--- src/logic/spsb_pkg.sv ---
// Contract
// Received byte sets receive-full, optional interrupt
// Any data read clears receive-full
// Error enable gates overrun and mode-fault interrupts
// Overrun keeps old byte, drops new
// Overrun cleared by status read, data read
// Mode fault on slave-select misuse
// Mode fault cleared by status read, data write
// Shifter load sets transmit-empty, optional interrupt
// Idle shifter takes written byte quickly
// Active slave shifter not reloaded mid-transfer
// Software writes data only when transmit-empty
// Reset values of flags and enables
// Mode-fault enable gates setting only
// Master select pin free without enable
// Slave select pin always used by slave
// Baud select picks divisor 2/8/32/128
// Serial clock equals base clock over 2*divisor
// Data address splits transmit and receive buffers
// No read-modify-write on data register
// Flag set wins over same-cycle clear
package spsb_pkg;

  // ==========================================================================
  // Register map: word index, byte address is index times four
  localparam logic [7:0] IDX_CTRL   = 8'h10;
  localparam logic [7:0] IDX_STATUS = 8'h11;
  localparam logic [7:0] IDX_DATA   = 8'h12;
  localparam int         ADDR_LSB   = 2;
  localparam int         ADDR_MSB   = 9;

  // ==========================================================================
  // Field positions
  localparam int CTRL_RX_IE    = 7;
  localparam int CTRL_MASTER   = 5;
  localparam int CTRL_ENABLE   = 1;
  localparam int CTRL_TX_IE    = 0;
  localparam int STAT_RX_FULL  = 7;
  localparam int STAT_ERR_IE   = 6;
  localparam int STAT_OVERRUN  = 5;
  localparam int STAT_MODE_FAULT_FLAG     = 4;
  localparam int STAT_TX_EMPTY = 3;
  localparam int STAT_MODE_FAULT_FLAG_EN  = 2;
  localparam int STAT_BAUD_HI  = 1;
  localparam int STAT_BAUD_LO  = 0;

  // ==========================================================================
  // Reset values
  localparam logic RST_MASTER   = 1'b1;
  localparam logic RST_TX_EMPTY = 1'b1;
  localparam logic RST_CLEAR    = 1'b0;

  // ==========================================================================
  // Baud divisors and frame
  localparam logic [7:0] BAUD_DIV_0 = 8'h02;
  localparam logic [7:0] BAUD_DIV_1 = 8'h08;
  localparam logic [7:0] BAUD_DIV_2 = 8'h20;
  localparam logic [7:0] BAUD_DIV_3 = 8'h80;
  localparam logic [3:0] LAST_BIT   = 4'h7;

  // ==========================================================================
  // AHB-Lite encodings
  localparam logic [1:0] HTRANS_NONSEQ = 2'h2;
  localparam logic       HRESP_OKAY    = 1'b0;

  typedef enum logic [1:0] {
    SPSB_IDLE = 2'b00,
    SPSB_MRUN = 2'b01,
    SPSB_SRUN = 2'b10
  } spsb_state_t;

  typedef enum logic [1:0] {
    SPSB_SEL_NONE   = 2'b00,
    SPSB_SEL_CTRL   = 2'b01,
    SPSB_SEL_STATUS = 2'b10,
    SPSB_SEL_DATA   = 2'b11
  } spsb_sel_t;

  typedef struct packed {
    logic sck;
    logic mosi;
    logic miso;
    logic ss_n;
  } spsb_pin_in_t;

  typedef struct packed {
    logic sck_o;
    logic sck_oe;
    logic mosi_o;
    logic mosi_oe;
    logic miso_o;
    logic miso_oe;
  } spsb_pin_out_t;

  function automatic logic [7:0] baud_div(input logic [1:0] code);
    logic [7:0] d;
    d = BAUD_DIV_0;
    unique case (code)
      2'b00: d = BAUD_DIV_0;
      2'b01: d = BAUD_DIV_1;
      2'b10: d = BAUD_DIV_2;
      2'b11: d = BAUD_DIV_3;
    endcase
    return d;
  endfunction

endpackage

--- src/logic/spsb_top.sv ---
`timescale 1ns/1ps
`default_nettype none

module spsb_top (
  input  wire logic                   CORE_CLK,
  input  wire logic                   RESETN,
  input  wire logic                   HSEL,
  input  wire logic [31:0]            HADDR,
  input  wire logic [1:0]             HTRANS,
  input  wire logic                   HWRITE,
  input  wire logic [2:0]             HSIZE,
  input  wire logic [31:0]            HWDATA,
  input  wire logic                   HREADY,
  output logic      [31:0]            HRDATA,
  output logic                        HREADYOUT,
  output logic                        HRESP,
  input  wire spsb_pkg::spsb_pin_in_t SPI_IN,
  output spsb_pkg::spsb_pin_out_t     SPI_OUT,
  output logic                        IRQ,
  output logic                        SS_GPIO
);

  // ==========================================================================
  // State
  typedef struct packed {
    logic                  rx_irq_en;
    logic                  master;
    logic                  enable;
    logic                  tx_irq_en;
    logic                  err_irq_en;
    logic                  mode_fault_flag_en;
    logic [1:0]            baud_sel;
    logic                  rx_full;
    logic                  overrun;
    logic                  mode_fault_flag;
    logic                  tx_empty;
    logic                  arm_overrun;
    logic                  arm_mode_fault_flag;
    logic [7:0]            tx_buf;
    logic [7:0]            rx_buf;
    logic [7:0]            shifter;
    logic                  sh_loaded;
    logic                  in_bit;
    logic [3:0]            bit_cnt;
    spsb_pkg::spsb_state_t state;
    logic [7:0]            div_cnt;
    logic                  sck;
    logic                  sck_prev;
    logic                  wr_pending;
    spsb_pkg::spsb_sel_t   wr_sel;
    logic [31:0]           rdata;
  } spsb_regs_t;

  spsb_regs_t s;
  spsb_regs_t next_s;

  function automatic spsb_pkg::spsb_sel_t decode(input logic [31:0] addr);
    spsb_pkg::spsb_sel_t sel;
    sel = spsb_pkg::SPSB_SEL_NONE;
    if (addr[31:spsb_pkg::ADDR_MSB+1] == '0 && addr[spsb_pkg::ADDR_LSB-1:0] == '0) begin
      unique case (addr[spsb_pkg::ADDR_MSB:spsb_pkg::ADDR_LSB])
        spsb_pkg::IDX_CTRL:   sel = spsb_pkg::SPSB_SEL_CTRL;
        spsb_pkg::IDX_STATUS: sel = spsb_pkg::SPSB_SEL_STATUS;
        spsb_pkg::IDX_DATA:   sel = spsb_pkg::SPSB_SEL_DATA;
        default:              sel = spsb_pkg::SPSB_SEL_NONE;
      endcase
    end
    return sel;
  endfunction

  function automatic logic [7:0] read_value(input spsb_regs_t r, input spsb_pkg::spsb_sel_t sel);
    logic [7:0] v;
    v = 8'h00;
    unique case (sel)
      spsb_pkg::SPSB_SEL_CTRL: begin
        v[spsb_pkg::CTRL_RX_IE]  = r.rx_irq_en;
        v[spsb_pkg::CTRL_MASTER] = r.master;
        v[spsb_pkg::CTRL_ENABLE] = r.enable;
        v[spsb_pkg::CTRL_TX_IE]  = r.tx_irq_en;
      end
      spsb_pkg::SPSB_SEL_STATUS: begin
        v[spsb_pkg::STAT_RX_FULL]  = r.rx_full;
        v[spsb_pkg::STAT_ERR_IE]   = r.err_irq_en;
        v[spsb_pkg::STAT_OVERRUN]  = r.overrun;
        v[spsb_pkg::STAT_MODE_FAULT_FLAG]     = r.mode_fault_flag;
        v[spsb_pkg::STAT_TX_EMPTY] = r.tx_empty;
        v[spsb_pkg::STAT_MODE_FAULT_FLAG_EN]  = r.mode_fault_flag_en;
        v[spsb_pkg::STAT_BAUD_HI]  = r.baud_sel[1];
        v[spsb_pkg::STAT_BAUD_LO]  = r.baud_sel[0];
      end
      // Receive side only; the transmit buffer is write-only
      spsb_pkg::SPSB_SEL_DATA: v = r.rx_buf;
      spsb_pkg::SPSB_SEL_NONE: v = 8'h00;
    endcase
    return v;
  endfunction

  // ==========================================================================
  // Next-state logic
  logic                accept;
  logic                rd_accept;
  spsb_pkg::spsb_sel_t sel;
  logic [7:0]          bd_last;
  logic                sck_rise;
  logic                sck_fall;
  logic                done;
  logic [7:0]          done_byte;

  always_comb begin
    next_s    = s;
    done      = 1'b0;
    done_byte = 8'h00;
    accept    = HSEL && HREADY && (HTRANS == spsb_pkg::HTRANS_NONSEQ);
    rd_accept = accept && !HWRITE;
    sel       = decode(HADDR);
    // Divisor only consulted by the master engine
    // Divisor from select
    bd_last   = spsb_pkg::baud_div(s.baud_sel) - 8'h01;
    sck_rise  = SPI_IN.sck && !s.sck_prev;
    sck_fall  = !SPI_IN.sck && s.sck_prev;

    next_s.sck_prev   = SPI_IN.sck;
    next_s.wr_pending = accept && HWRITE;
    next_s.wr_sel     = accept ? sel : spsb_pkg::SPSB_SEL_NONE;
    // Read data is registered from the address phase, zero-wait
    next_s.rdata      = rd_accept ? {24'h000000, read_value(s, sel)} : 32'h00000000;

    // Write data phase
    if (s.wr_pending) begin
      unique case (s.wr_sel)
        spsb_pkg::SPSB_SEL_CTRL: begin
          next_s.rx_irq_en = HWDATA[spsb_pkg::CTRL_RX_IE];
          next_s.master    = HWDATA[spsb_pkg::CTRL_MASTER];
          next_s.enable    = HWDATA[spsb_pkg::CTRL_ENABLE];
          next_s.tx_irq_en = HWDATA[spsb_pkg::CTRL_TX_IE];
        end
        spsb_pkg::SPSB_SEL_STATUS: begin
          // Flags are read-only; clearing the enable leaves the flag alone
          // Enable never clears
          next_s.err_irq_en  = HWDATA[spsb_pkg::STAT_ERR_IE];
          next_s.mode_fault_flag_en     = HWDATA[spsb_pkg::STAT_MODE_FAULT_FLAG_EN];
          next_s.baud_sel[1] = HWDATA[spsb_pkg::STAT_BAUD_HI];
          next_s.baud_sel[0] = HWDATA[spsb_pkg::STAT_BAUD_LO];
        end
        spsb_pkg::SPSB_SEL_DATA: begin
          // Write goes to transmit buffer
          next_s.tx_buf   = HWDATA[7:0];
          next_s.tx_empty = 1'b0;
          // Mode fault clear step
          if (s.arm_mode_fault_flag) begin
            next_s.mode_fault_flag     = 1'b0;
            next_s.arm_mode_fault_flag = 1'b0;
          end
        end
        spsb_pkg::SPSB_SEL_NONE: begin
        end
      endcase
    end

    // Read side effects
    if (rd_accept && sel == spsb_pkg::SPSB_SEL_STATUS) begin
      next_s.arm_overrun = s.overrun;
      next_s.arm_mode_fault_flag    = s.mode_fault_flag;
    end
    if (rd_accept && sel == spsb_pkg::SPSB_SEL_DATA) begin
      // Data read clears
      next_s.rx_full = 1'b0;
      // Overrun clear step
      if (s.arm_overrun) begin
        next_s.overrun     = 1'b0;
        next_s.arm_overrun = 1'b0;
      end
    end

    // Shift engine
    unique case (s.state)
      spsb_pkg::SPSB_IDLE: begin
        next_s.div_cnt = 8'h00;
        next_s.sck     = 1'b0;
        next_s.bit_cnt = 4'h0;
        if (s.enable && s.master) begin
          next_s.sh_loaded = 1'b0;
          // Idle master loads at once
          if (!s.tx_empty) begin
            next_s.shifter  = s.tx_buf;
            // Load sets empty
            next_s.tx_empty = 1'b1;
            next_s.state    = spsb_pkg::SPSB_MRUN;
          end
        end else if (s.enable) begin
          // Idle slave preloads
          if (SPI_IN.ss_n && !s.sh_loaded && !s.tx_empty) begin
            next_s.shifter   = s.tx_buf;
            next_s.tx_empty  = 1'b1;
            next_s.sh_loaded = 1'b1;
          end
          // Select always frames slave
          if (!SPI_IN.ss_n) begin
            next_s.state = spsb_pkg::SPSB_SRUN;
          end
        end
      end

      spsb_pkg::SPSB_MRUN: begin
        if (!s.enable || !s.master) begin
          next_s.state = spsb_pkg::SPSB_IDLE;
        end else if (s.div_cnt == bd_last) begin
          // Half period is divisor cycles
          next_s.div_cnt = 8'h00;
          next_s.sck     = !s.sck;
          if (!s.sck) begin
            next_s.in_bit = SPI_IN.miso;
          end else begin
            next_s.shifter = {s.shifter[6:0], s.in_bit};
            next_s.bit_cnt = s.bit_cnt + 4'h1;
            if (s.bit_cnt == spsb_pkg::LAST_BIT) begin
              done         = 1'b1;
              done_byte    = {s.shifter[6:0], s.in_bit};
              next_s.state = spsb_pkg::SPSB_IDLE;
            end
          end
        end else begin
          next_s.div_cnt = s.div_cnt + 8'h01;
        end
      end

      spsb_pkg::SPSB_SRUN: begin
        if (!s.enable || s.master) begin
          next_s.state     = spsb_pkg::SPSB_IDLE;
          next_s.sh_loaded = 1'b0;
        end else if (SPI_IN.ss_n) begin
          // Select released; mid-byte release is a fault when the mode-fault enable is set
          // Slave select rise
          if (s.bit_cnt != 4'h0 && s.mode_fault_flag_en) begin
            next_s.mode_fault_flag = 1'b1;
          end
          next_s.state     = spsb_pkg::SPSB_IDLE;
          next_s.sh_loaded = 1'b0;
        end else if (sck_rise) begin
          next_s.in_bit = SPI_IN.mosi;
        end else if (sck_fall) begin
          next_s.shifter = {s.shifter[6:0], s.in_bit};
          next_s.bit_cnt = s.bit_cnt + 4'h1;
          if (s.bit_cnt == spsb_pkg::LAST_BIT) begin
            done             = 1'b1;
            done_byte        = {s.shifter[6:0], s.in_bit};
            next_s.bit_cnt   = 4'h0;
            // Reload only in idle after select release
            next_s.sh_loaded = 1'b0;
          end
        end
      end

      default: begin
        next_s.state = spsb_pkg::SPSB_IDLE;
      end
    endcase

    // Master sees select low: fault, only when enabled to look
    // Select ignored without enable
    if (s.enable && s.master && s.mode_fault_flag_en && !SPI_IN.ss_n) begin
      // Master select low
      next_s.mode_fault_flag = 1'b1;
    end

    // Delivery after clears, so a same-cycle read frees the buffer
    // Set wins over clear
    if (done) begin
      if (next_s.rx_full) begin
        // Keep old, drop new
        next_s.overrun = 1'b1;
      end else begin
        // Byte into receive buffer
        next_s.rx_buf  = done_byte;
        next_s.rx_full = 1'b1;
      end
    end
  end

  // ==========================================================================
  // Registers
  always_ff @(posedge CORE_CLK) begin
    if (!RESETN) begin
      s           <= '0;
      // Reset flag values
      s.master    <= spsb_pkg::RST_MASTER;
      s.tx_empty  <= spsb_pkg::RST_TX_EMPTY;
      s.rx_full   <= spsb_pkg::RST_CLEAR;
      s.overrun   <= spsb_pkg::RST_CLEAR;
      s.mode_fault_flag      <= spsb_pkg::RST_CLEAR;
      s.state     <= spsb_pkg::SPSB_IDLE;
      s.wr_sel    <= spsb_pkg::SPSB_SEL_NONE;
    end else begin
      s <= next_s;
    end
  end

  // ==========================================================================
  // Outputs
  assign HRDATA    = s.rdata;
  assign HREADYOUT = 1'b1;
  assign HRESP     = spsb_pkg::HRESP_OKAY;

  // Receive and transmit requests
  // Error request gated
  assign IRQ = (s.rx_full && s.rx_irq_en) || (s.tx_empty && s.tx_irq_en) ||
               (s.err_irq_en && (s.overrun || s.mode_fault_flag));

  // Select pin free in master
  assign SS_GPIO = s.enable && s.master && !s.mode_fault_flag_en;

  assign SPI_OUT.sck_o   = s.sck;
  assign SPI_OUT.sck_oe  = s.enable && s.master;
  assign SPI_OUT.mosi_o  = s.shifter[7];
  assign SPI_OUT.mosi_oe = s.enable && s.master;
  assign SPI_OUT.miso_o  = s.shifter[7];
  assign SPI_OUT.miso_oe = s.enable && !s.master && !SPI_IN.ss_n;

endmodule // spsb_top

`default_nettype wire

--- config.mk ---
export PLATFORM = sky130hd
export DESIGN_NAME = spsb_top
export DESIGN_NICKNAME = d
export VERILOG_FILES = /design/src/logic/spsb_pkg.sv /design/src/logic/spsb_top.sv
export SDC_FILE = /design/constraint.sdc
export NUM_CORES = 1
export LEC_CHECK = 0
export BUFFER_PORTS_ARGS = -buffer_cell sky130_fd_sc_hd__buf_2
export CAP_MARGIN = 20
export CORE_MARGIN = 10
export CORE_UTILIZATION = 40
export CTS_CLUSTER_DIAMETER = 80
export DETAILED_ROUTE_END_ITERATION = 16
export GPL_TIMING_DRIVEN = 0
export MAX_ROUTING_LAYER = met4
export PLACE_DENSITY_LB_ADDON = 0.1
export SLEW_MARGIN = 30
export SYNTH_ARGS = -nofsm -noshare
export SYNTH_HDL_FRONTEND = slang
export SYNTH_SLANG_ARGS = --single-unit
--- constraint.sdc ---
create_clock -name CORE_CLK -period 2.7 [get_ports CORE_CLK]
set_input_delay 0.27 -clock CORE_CLK [delete_from_list [all_inputs] [get_ports CORE_CLK]]
set_output_delay 0.27 -clock CORE_CLK [all_outputs]
set_load 0.01 [all_outputs]
==> qor.yml <==
clkTransAtPathRegs_ps: 80
vias_per_cell: 5.03
diodes: 0
cts_buffers: 9
cts-root-buf: "clkbuf_8"
syn_avg_cell_area_sq_um: 8.55
synth-seq-cells: 67
drtIter0Drc: 191
grt_pass1_vias: 3123
dp_hpwl_mm: 7.82
arrival_ps: 2740
async_reset_ff_share_pct: 0
p_leak_nw: 1.97
start_kind: "flip-flop"
die_y_microns: 117
core-area_sq_um: 9150
grt_max_degree: 14
reg2reg_from: "s[45]"
max_freq_ghz: 0.406
min_path_type: "in2reg"
tightestPinTransition_ps: 679
layoutNonFillerInstCount: 650
clkSinkCount: 67
fillers: 895
period_minus_slack_ps: 2460
post_cts_buffers: 0
wl_met3_microns: 794
wl_mm: 10.0
vias: 3271
hold_violations: 0
maxCapViolations: 0
drv_slew: 0
synthDistinctLibCells: 65
yosysWarnings: 0
m1WireLength_mm: 4.69
start_util_pct: 40.7
post_drt_wl_per_cell_microns: 15.4
grt_pass1_wl_mm: 15.5
topRoutingLayerUsed: "met4"
critical_path.endpoint_type: "flip-flop"
drc_errors: 0
clock_latency_ps: 350
grt_setup_unrepaired: "no"
setup_violations: 0
wl_met2_mm: 4.46
slew_headroom_pct: 54.4
synth_flop_cell: "dfxtp_1"
area_delta_synth_final_pct: 19.9
run_status: "finished clean"
fin_worst_skew_ps: 12.2
fp.dieArea_sq_um: 13600
cts.htree.levels: 3
cts_resized: 0
gr-total-overflow: 0
rr_endpoint: "s[62]"
syn_area_sq_um: 3730
gp_congestion: 0.881
reg2reg_depth: 8
tritoncts: "yes"
grt_use_total_pct: 14.8
synth_edf_count: 0
clk_path_buf_depth: 2
drive_gt1_share_pct: 27.5
ir_drop_uv: 201
drt_pre_antenna_iters: 4
finalSetupTns_ps: 0
p_per_area_nw_per_um2: 443
cp-startpoint: "s[45]"
die_x_microns: 117
ios: 120
setup.worst_path.class: "reg2reg"
nets: 619
cts_hold_buf: 0
min_period_over_period_pct: 91.2
dp_cells: 634
antenna_left: 0
antenna_found_initial: 0
yosysSeqAreaShare_pct: 36.0
io_buffers: 63
worst-r2r-setup-slack_ps: 240
cp.required_ps: 2980
rows: 35
cp-endpoint: "s[62]"
crit_fanout: 9
netlist_instances: 436
==> layout make-up <==
type	instances	area [sq um]	share of cell area (%)
Inverter	14	52.6	1.18
Sequential cell	67	1340	30.0
Tap cell	111	139	3.11
Multi-Input combinational cell	322	2010	44.9
Timing Repair Buffer	63	315	7.05
Clock buffer	9	124	2.77
Buffer	57	419	9.37
Clock inverter	7	75.1	1.68
==> through the flow <==
stage	utilization, %	hold WS, ps	setup slack (ps)	instance area (sq um)	total power (W)
5_1_grt	48.9	151	18.5	4470	0.00205
4_1_cts	48.9	143	232	4470	0.00199
6_report	48.9	152	237	4470	0.00198
2_1_floorplan	-	392	648	3820	0.00109
3_3_place_gp	46.7	443	261	4270	0.00114
3_5_place_dp	46.7	448	236	4270	0.00114
==> critical path, stage by stage (launching register included) <==
cell      delay [ps]
dfxtp_1          390
inv_1             80
ha_1             270
clkbuf_1         390
nand4b_1         220
or3_1            440
a21boi_1         190
buf_4            220
mux2i_1          190
==> kinds of logic after synthesis <==
group                      share of synthesized area, %
buffers and inverters                              12.7
adders and majority gates                          2.35
muxes                                              10.2
other                                             0.201
DFF                                                36.0
xor gates and xnor gates                           1.41
and+or+nand+nor                                    23.0
AOI/OAI and AO/OA                                  14.3
==> worst min path at each step <==
stage / slack [ps] / from / to / cells after the start
6_report: 150 / SPI_IN[3] / s[35] / 2
5_1_grt: 150 / SPI_IN[3] / s[35] / 2
4_1_cts: 140 / SPI_IN[3] / s[35] / 2
3_5_place_dp: 450 / s[71] / s[71] / 2
3_3_place_gp: 440 / s[72] / s[72] / 2
2_1_floorplan: 390 / SPI_IN[3] / s[35] / 1
==> cell usage after synthesis (all sizes together), types with 5 or more instances <==
master  count  area [sq um]
xor2        6          52.6
mux2i      29           290
a22oi       5          37.5
nand2      56           210
clkbuf     10          57.6
nand3      13          65.1
mux2        8          90.1
a21oi      23           126
ha          7          87.6
nand2b      6          37.5
inv        13          48.8
nand3b      5          37.5
o21ai      10          50.0
nor2       38           143
or3         6          42.5
nand4      11          68.8
nor4        8          50.1
dfxtp      67          1340
buf        46           349
==> layer usage <==
layer  track usage, %  vias up
met2             23.4      102
met4             5.11        0
met5                -        -
li1                 -     1672
met1             18.1     1488
met3             3.54        9
==> sequential cells by signal, summed over array words and instances, names as in the netlist <==
name / cells
HRDATA: 8
SPI_OUT: 2
s: 57
==> cells in the final DEF (no fill, tap or decap), types with 3 or more instances in the layout <==
cell      netlist  final
or2_2           4      4
buf_4          40     40
nor3_1          4      4
or3_1           5      5
and3_1          4      4
nand3_1        13     13
buf_2           3     66
conb_1          2     26
mux2i_1        29     29
clkbuf_1        8      8
nand2_1        56     56
nand3b_1        5      5
nand2b_1        6      6
a211oi_1        3      3
nand4_1        11     11
nor3b_1         4      4
a21oi_1        22     22
buf_6           3      3
ha_1            7      7
nand4b_1        3      3
nor2_1         38     38
o21ai_0         9      9
mux2_2          8      8
o21a_1          4      4
nor4_1          8      8
dfxtp_1        67     67
a22oi_1         5      5
inv_1          13     13
o211ai_1        3      3
xor2_1          6      6
clkbuf_8        2     11
==> where the power goes <==
group / total [W] / leakage, nW / internal, W / switching, W
sequential: 0.000988 / 0.540 / 0.000988 / 0.000000565
combinational: 0.000134 / 1.33 / 0.0000643 / 0.0000700
clock: 0.000859 / 0.104 / 0.000433 / 0.000426
Power figures use the tool's default switching activity.
